## src/dcl_pkg.sv

```systemverilog
// Package with register map, field layout and state types of the comparator logic unit.
`default_nettype none
package dcl_pkg;

  // Address width of the register bus and number of comparator channels.
  localparam int APB_AW = 12;
  localparam int CH_N = 2;

  // Register indices; the byte address of each is four times its index.
  localparam logic [APB_AW-3:0] IDX_READ_CLEAR = 10'h078;
  localparam logic [APB_AW-3:0] IDX_INPUT_SELECT = 10'h079;
  localparam logic [APB_AW-3:0] IDX_ENABLE_CONTROL = 10'h07a;
  localparam logic [APB_AW-3:0] IDX_OUTPUT_CONTROL = 10'h07b;
  localparam logic [APB_AW-3:0] IDX_FUNCTION_SELECT = 10'h07c;

  // Reset values of the stored registers.
  localparam logic [7:0] RST_INPUT_SELECT = 8'h00;
  localparam logic [7:0] RST_ENABLE_CONTROL = 8'h00;
  localparam logic [7:0] RST_OUTPUT_CONTROL = 8'h00;
  localparam logic [7:0] RST_FUNCTION_SELECT = 8'h00;

  // Each channel owns one nibble; channel 1 sits four bits above channel 0.
  localparam int CH_STRIDE = 4;

  // Field positions inside the read/clear register.
  localparam int POS_LATCHED = 0;
  localparam int POS_LIVE = 4;

  // Field positions inside the channel nibble of the enable register.
  localparam int POS_ENABLE = 0;
  localparam logic [7:0] MASK_ENABLE_CONTROL = 8'h11;

  // Field positions inside the channel nibble of the output control register.
  localparam int POS_MAIN_SEL = 0;
  localparam int POS_CLEAR_SEL = 1;
  localparam int POS_PIN_SEL = 2;
  localparam int POS_ANALOG = 3;

  // Field positions inside the channel nibble of the input select register.
  localparam int POS_NEG_SRC = 0;
  localparam int POS_POS_SRC = 2;

  // Configuration carried out to the analog comparators.
  typedef struct packed {
    logic [CH_N-1:0] enable;
    logic [CH_N-1:0] analog_out_connect;
    logic [1:0] positive_source_ch1;
    logic [1:0] negative_source_ch1;
    logic [1:0] positive_source_ch0;
    logic [1:0] negative_source_ch0;
  } dcl_ana_cfg_t;

  // Complete state of the unit.
  typedef struct packed {
    logic [7:0] input_select;
    logic [7:0] enable_control;
    logic [7:0] output_control;
    logic [7:0] function_select;
    logic [CH_N-1:0] sync_a;
    logic [CH_N-1:0] sync_b;
    logic [CH_N-1:0] lut_prev;
    logic [CH_N-1:0] latched;
    logic [CH_N-1:0] main_out;
    logic [CH_N-1:0] pin_out;
    logic [31:0] prdata;
  } dcl_state_t;

endpackage : dcl_pkg
`default_nettype wire

```

## src/dcl_unit.sv

```systemverilog
// Comparator digital interface: lookup functions, latches, output routing, APB.
`timescale 1ns/1ps
`default_nettype none

module dcl_unit (
  input wire logic sys_clk,
  input wire logic rst,
  input wire logic psel,
  input wire logic penable,
  input wire logic pwrite,
  input wire logic [dcl_pkg::APB_AW-1:0] paddr,
  input wire logic [31:0] pwdata,
  input wire logic [3:0] pstrb,
  output logic [31:0] prdata,
  output logic pready,
  output logic pslverr,
  input wire logic [dcl_pkg::CH_N-1:0] cmp_raw,
  output dcl_pkg::dcl_ana_cfg_t ana_cfg,
  output logic [dcl_pkg::CH_N-1:0] main_out,
  output logic [dcl_pkg::CH_N-1:0] pin_out
);
  import dcl_pkg::*;

  dcl_state_t s_q;
  dcl_state_t s_d;

  logic [APB_AW-3:0] word_idx;
  logic hit_rdc;
  logic hit_mux;
  logic hit_en;
  logic hit_out;
  logic hit_fn;
  logic mapped;
  logic setup;
  logic wr_acc;
  logic wr_rdc;
  logic [CH_N-1:0] live;
  logic [CH_N-1:0] lut;
  logic [CH_N-1:0] rise;
  logic [CH_N-1:0] clr;
  logic [CH_N-1:0] main_d;
  logic [CH_N-1:0] pin_d;
  logic [7:0] rdc_view;

  // Address decode of the word-aligned register window.
  assign word_idx = paddr[APB_AW-1:2];
  assign hit_rdc = (word_idx == IDX_READ_CLEAR);
  assign hit_mux = (word_idx == IDX_INPUT_SELECT);
  assign hit_en = (word_idx == IDX_ENABLE_CONTROL);
  assign hit_out = (word_idx == IDX_OUTPUT_CONTROL);
  assign hit_fn = (word_idx == IDX_FUNCTION_SELECT);
  assign mapped = hit_rdc | hit_mux | hit_en | hit_out | hit_fn;

  // Bus phases; every access completes in its first access cycle.
  assign setup = psel & ~penable;
  assign wr_acc = psel & penable & pwrite & pstrb[0] & mapped;
  assign wr_rdc = wr_acc & hit_rdc;
  assign pready = 1'b1;
  assign pslverr = psel & penable & ~mapped;

  // Per-channel lookup, edge detection, clear source and output selection.
  for (genvar i = 0; i < CH_N; i++) begin : g_ch
    logic [3:0] code;
    logic own_in;
    logic other_in;
    // A disabled comparator reads as a constant low.
    assign live[i] = s_q.sync_b[i] & s_q.enable_control[CH_STRIDE*i+POS_ENABLE];
    assign code = s_q.function_select[CH_STRIDE*i +: 4];
    assign own_in = live[i];
    assign other_in = live[CH_N-1-i];
    assign lut[i] = code[{other_in, own_in}];
    assign rise[i] = lut[i] & ~s_q.lut_prev[i];
    // Clear by the other channel's rising edge, or by a zero written to the bit.
    assign clr[i] = s_q.output_control[CH_STRIDE*i+POS_CLEAR_SEL] ?
                    rise[CH_N-1-i] : (wr_rdc & ~pwdata[POS_LATCHED+i]);
    assign main_d[i] = s_q.output_control[CH_STRIDE*i+POS_MAIN_SEL] ?
                       s_q.latched[i] : lut[i];
    assign pin_d[i] = s_q.output_control[CH_STRIDE*i+POS_PIN_SEL] ?
                      s_q.latched[i] : lut[i];
    assign ana_cfg.analog_out_connect[i] =
      s_q.output_control[CH_STRIDE*i+POS_ANALOG];
    assign ana_cfg.enable[i] =
      s_q.enable_control[CH_STRIDE*i+POS_ENABLE];
  end

  // Source selects go straight to the analog input multiplexers.
  assign ana_cfg.positive_source_ch1 =
    s_q.input_select[CH_STRIDE+POS_POS_SRC +: 2];
  assign ana_cfg.negative_source_ch1 =
    s_q.input_select[CH_STRIDE+POS_NEG_SRC +: 2];
  assign ana_cfg.positive_source_ch0 = s_q.input_select[POS_POS_SRC +: 2];
  assign ana_cfg.negative_source_ch0 = s_q.input_select[POS_NEG_SRC +: 2];

  // Read view of the read/clear register; other bits read as zero.
  always_comb begin
    rdc_view = 8'h00;
    rdc_view[POS_LIVE +: CH_N] = live;
    rdc_view[POS_LATCHED +: CH_N] = s_q.latched;
  end

  // Next-state logic of the whole unit.
  always_comb begin
    s_d = s_q;
    // Comparator outputs are asynchronous and pass two flip-flops.
    s_d.sync_a = cmp_raw;
    s_d.sync_b = s_q.sync_a;
    s_d.lut_prev = lut;
    // Set beats clear, so an event in a clear cycle is never lost.
    s_d.latched = (s_q.latched & ~clr) | lut;
    s_d.main_out = main_d;
    s_d.pin_out = pin_d;
    // Register writes land on the completing access edge; reserved bits drop.
    if (wr_acc && hit_mux) begin
      s_d.input_select = pwdata[7:0];
    end
    if (wr_acc && hit_en) begin
      s_d.enable_control = pwdata[7:0] & MASK_ENABLE_CONTROL;
    end
    if (wr_acc && hit_out) begin
      s_d.output_control = pwdata[7:0];
    end
    if (wr_acc && hit_fn) begin
      s_d.function_select = pwdata[7:0];
    end
    // Read data is captured in the setup cycle and held through the access.
    if (setup) begin
      case (1'b1)
        hit_rdc: s_d.prdata = {24'h000000, rdc_view};
        hit_mux: s_d.prdata = {24'h000000, s_q.input_select};
        hit_en: s_d.prdata = {24'h000000, s_q.enable_control};
        hit_out: s_d.prdata = {24'h000000, s_q.output_control};
        hit_fn: s_d.prdata = {24'h000000, s_q.function_select};
        default: s_d.prdata = 32'h00000000;
      endcase
    end
  end

  // State register with asynchronous reset to constants.
  always_ff @(posedge sys_clk or posedge rst) begin
    if (rst) begin
      s_q <= '0;
      s_q.input_select <= RST_INPUT_SELECT;
      s_q.enable_control <= RST_ENABLE_CONTROL;
      s_q.output_control <= RST_OUTPUT_CONTROL;
      s_q.function_select <= RST_FUNCTION_SELECT;
    end else begin
      s_q <= s_d;
    end
  end

  // Outputs come straight from the state register.
  assign prdata = s_q.prdata;
  assign main_out = s_q.main_out;
  assign pin_out = s_q.pin_out;

  logic rd_setup_rdc;
  logic wr0_clear;
  assign rd_setup_rdc = setup & ~pwrite & hit_rdc;
  assign wr0_clear = wr_rdc & ~pwdata[POS_LATCHED] &
                     ~s_q.output_control[POS_CLEAR_SEL];
endmodule : dcl_unit
`default_nettype wire

```

## config.mk

```make
export PLATFORM = sky130hd
export DESIGN_NAME = dcl_unit
export DESIGN_NICKNAME = d
export VERILOG_FILES = /design/src/dcl_pkg.sv /design/src/dcl_unit.sv
export SDC_FILE = /design/constraint.sdc
export NUM_CORES = 1
export LEC_CHECK = 0
export BUFFER_PORTS_ARGS = -buffer_cell sky130_fd_sc_hd__buf_4
export CORE_AREA = 3 3 76 78
export CTS_CLUSTER_SIZE = 20
export DETAILED_ROUTE_END_ITERATION = 10
export DIE_AREA = 0 0 79 81
export HOLD_SLACK_MARGIN = 0.15
export PLACE_DENSITY = 0.79
export SKIP_CTS_REPAIR_TIMING = 1
export SLEW_MARGIN = 20
export SYNTH_ARGS = -nofsm -noshare
export SYNTH_HDL_FRONTEND = slang
export SYNTH_SLANG_ARGS = --single-unit
```

## constraint.sdc

```tcl
create_clock -name sys_clk -period 2.17 [get_ports sys_clk]
set_clock_uncertainty 0.15 [all_clocks]
set_input_delay 0.3255 -clock sys_clk [delete_from_list [all_inputs] [get_ports sys_clk]]
set_output_delay 0.3255 -clock sys_clk [all_outputs]
set_load 0.01 [all_outputs]
```

==> results.md <==
- Clock latency on the worst-skew pair: 290 ps
- CTS sink count: 46
- Final ANT Viol Nets: 0
- Post-synth top area cell: dfrtp_1
- Initial Util: 48.0%
- Final Wtd Congestion: 0.936
- Leakage: 1.46 nW
- First-pass GRT wire length: 8110 um
- Row count: 26
- Endpoints failing setup: 0
- Die boundary width: 79 um
- YS warnings: 0
- H-tree lvl count: 2
- Yosys reg bits: 46
- Crit share post-route: 89.4%
- CP max-delay cell: or2_2
- Worst hold stages: 2
- Worst-margin pin slew: 563 ps
- Share of layout cells above drive strength 1: 38.7%
- Switching portion of total power: 22.4%
- Logic pwr share: 9.2%
- Post-synth EDFFs: 0
- Synth area leaders: dfrtp_1 (47%), buf_4 (15%), mux2_2 (14%)
- Die Height: 81 um
- Clock share of power: 38.7%
- Critical Path RT: 1690 ps
- Most common cell in the netlist: buf_4
- Core outline area: 5140 um2
- Most used cell, CP: buf_4
- Max stage delay on crit path: 320 ps
- Yosys cell types: 34
- Drc violations: 0
- Cell area after synthesis: 2470 um2
- I/O pin count: 105
- Largest net degree at the start of global routing: 47
- Num CTS Buffers: 5
- Critical Path Start Type: input pin
- Pwr Density: 579 nW/um2
- GRT overflow: 0
- IO Port Bufs: 50
- Total Wirelength: 5200 um
- Worst setup margin: 231 ps
- Final min period: 1940 ps
- Register area share after synthesis: 46.7%
- Worst-path fanout max: 5
- Wire per inst: 15.3 um
- Gr usage total: 17.0%
- Synth top cells by count: buf_4 (49), dfrtp_1 (46), mux2_2 (30)
- Internal Pwr Total: 1.30 mW
- Die area: 6400 um2
- Fillers: 454
- Post-DP HPWL: 3950 um
- R2R cell count: 3
- DR pass1 iterations: 4
- Main synth FF type: dfrtp_1
- Async S/R FF share, synth: 100%
- Achievable frequency: 0.516 GHz
- Layout Utilization: 56.1%
- Vias in the first global route: 1642
- Antenna violations before repair: 0
- CP cell instances: buf_4 > or2_2 > buf_4 > nor2_1 > a21oi_1 > buf_4
- Synth top area share: 46.7%
- Fin. Hold Viols: 0
- DR vias: 1753
- Hold Crit Class: input pin to flop
- Ant diodes: 0
- Net switching power: 0.373 mW
- Synth Instances: 227
- CTS Buffer Depth: 2
- Initial DRC Count: 108
- Pins Over Slew Limit: 0
- Relative slew margins: 62.5%
- Worst-path clk slew: 80 ps
- Avg Inst Size Synth: 10.9 um2
- Status: completed
- Synth-to-layout area growth: 16.8%
- Worst VDD drop: 0.000422 V
- Power share of the sequential group: 52.1%
- Setup_tns: 0 ps
- Critical Path Sink Type: primary output
- Layout Nets: 324
- RSZ-0062 raised after global routing: false
- CTS tree: done
- Crit Path Class: input pin to primary output
- MaxCap Viol Count: 0
- Clk root buf: clkbuf_8
- Pre-CTS setup slack: 61.5 ps
- Arr. time, crit path: 1460 ps
- Vias/cell: 5.17
layout make-up:
| type | count | area, um2 | area share [%] |
|---|---|---|---|
| Clock buffer | 6 | 82.6 | 2.87 |
| Clock inverter | 1 | 30.0 | 1.04 |
| Inverter | 4 | 15.0 | 0.521 |
| Multi-Input combinational cell | 146 | 997 | 34.6 |
| Sequential cell | 46 | 1150 | 39.9 |
| Tap cell | 70 | 87.6 | 3.04 |
| Timing Repair Buffer | 66 | 518 | 18.0 |
power by group through the flow:
stage | combinational (mW) | clock (mW) | sequential [mW]
6_report | 0.153 | 0.647 | 0.869
5_1_grt | 0.171 | 0.696 | 0.870
4_1_cts | 0.141 | 0.660 | 0.869
3_5_place_dp | 0.140 | 0 | 0.886
3_3_place_gp | 0.139 | 0 | 0.886
2_1_floorplan | 0.112 | 0 | 0.884
per-layer routing:
metal,global-route usage [%],up-vias,wire (um)
met1,21.2,844,2080
met4,7.73,0,157
met5,0,-,0
met3,4.55,15,401
li1,-,803,-
met2,27.7,91,2560
placed cells by master (no fill, tap or decap):
| master | n |
|---|---|
| nor2_1 | 8 |
| nor3_1 | 4 |
| nor2b_1 | 1 |
| clkbuf_8 | 6 |
| nand2_1 | 21 |
| o31ai_1 | 4 |
| bufinv_16 | 1 |
| and2_1 | 1 |
| a22o_1 | 3 |
| mux2_2 | 30 |
| o21ai_0 | 10 |
| a2bb2oi_1 | 3 |
| nand2b_1 | 1 |
| mux2i_1 | 1 |
| a31o_2 | 2 |
| clkinv_1 | 1 |
| a21oi_1 | 9 |
| nand2_2 | 2 |
| buf_4 | 57 |
| mux4_2 | 2 |
| a22oi_1 | 4 |
| a31oi_1 | 1 |
| nor4_4 | 1 |
| and3b_1 | 1 |
| dfrtp_1 | 46 |
| o41ai_1 | 1 |
| nor3b_2 | 1 |
| dlygate4sd3_1 | 9 |
| nand3_2 | 1 |
| nor3b_1 | 1 |
| conb_1 | 25 |
| nand3b_1 | 2 |
| or2_2 | 1 |
| inv_1 | 3 |
| nand4_1 | 3 |
| nand3_1 | 2 |
final timing paths:
path | start | to | slack (ps)
hold reg to reg | s_d[41] | s_q[41] | 210
setup / recovery | paddr[11] | pslverr | 230
setup reg to reg | ana_cfg[10] | pin_out[0] | 390
max in group asynchronous | rst | ana_cfg[9] | 920
min in group asynchronous | rst | main_out[1] | 570
hold / removal | pwdata[1] | ana_cfg[1] | 140
sequential cells by signal, indices dropped and copies added, names as in the netlist:
signal,flops
ana_cfg,12
s_q,10
g_ch.code,8
prdata,8
main_out,2
pin_out,2
rdc_view,2
s_d,2
per-stage QoR:
stage	hold slack, ps	total power, mW	cells	cell area, um2
final	140	1.67	339	2880
after global routing	151	1.74	339	2880
after CTS	-27.1	1.67	330	2790
after detailed placement	196	1.03	323	2680
after global placement	183	1.03	323	2680
after floorplan	181	0.996	250	2550
worst max-delay path: cells and delay by family:
family / cells / cell delay, ps
buf+inv: 3 / 420
simple gates: 2 / 590
compound gates: 1 / 120
logic make-up (layout without fill, tap and decap cells):
kind of cell	Yosys count	count (layout)	synth area share, %
AO/OA/AOI/OAI	37	37	9.74
buffers and inverters	58	77	16.4
flip-flops	46	46	46.7
multiplexers	33	33	15.9
other	2	25	0.305
AND/OR/NAND/NOR	51	51	11.0
Note: power is estimated with default switching activity, not from simulation.
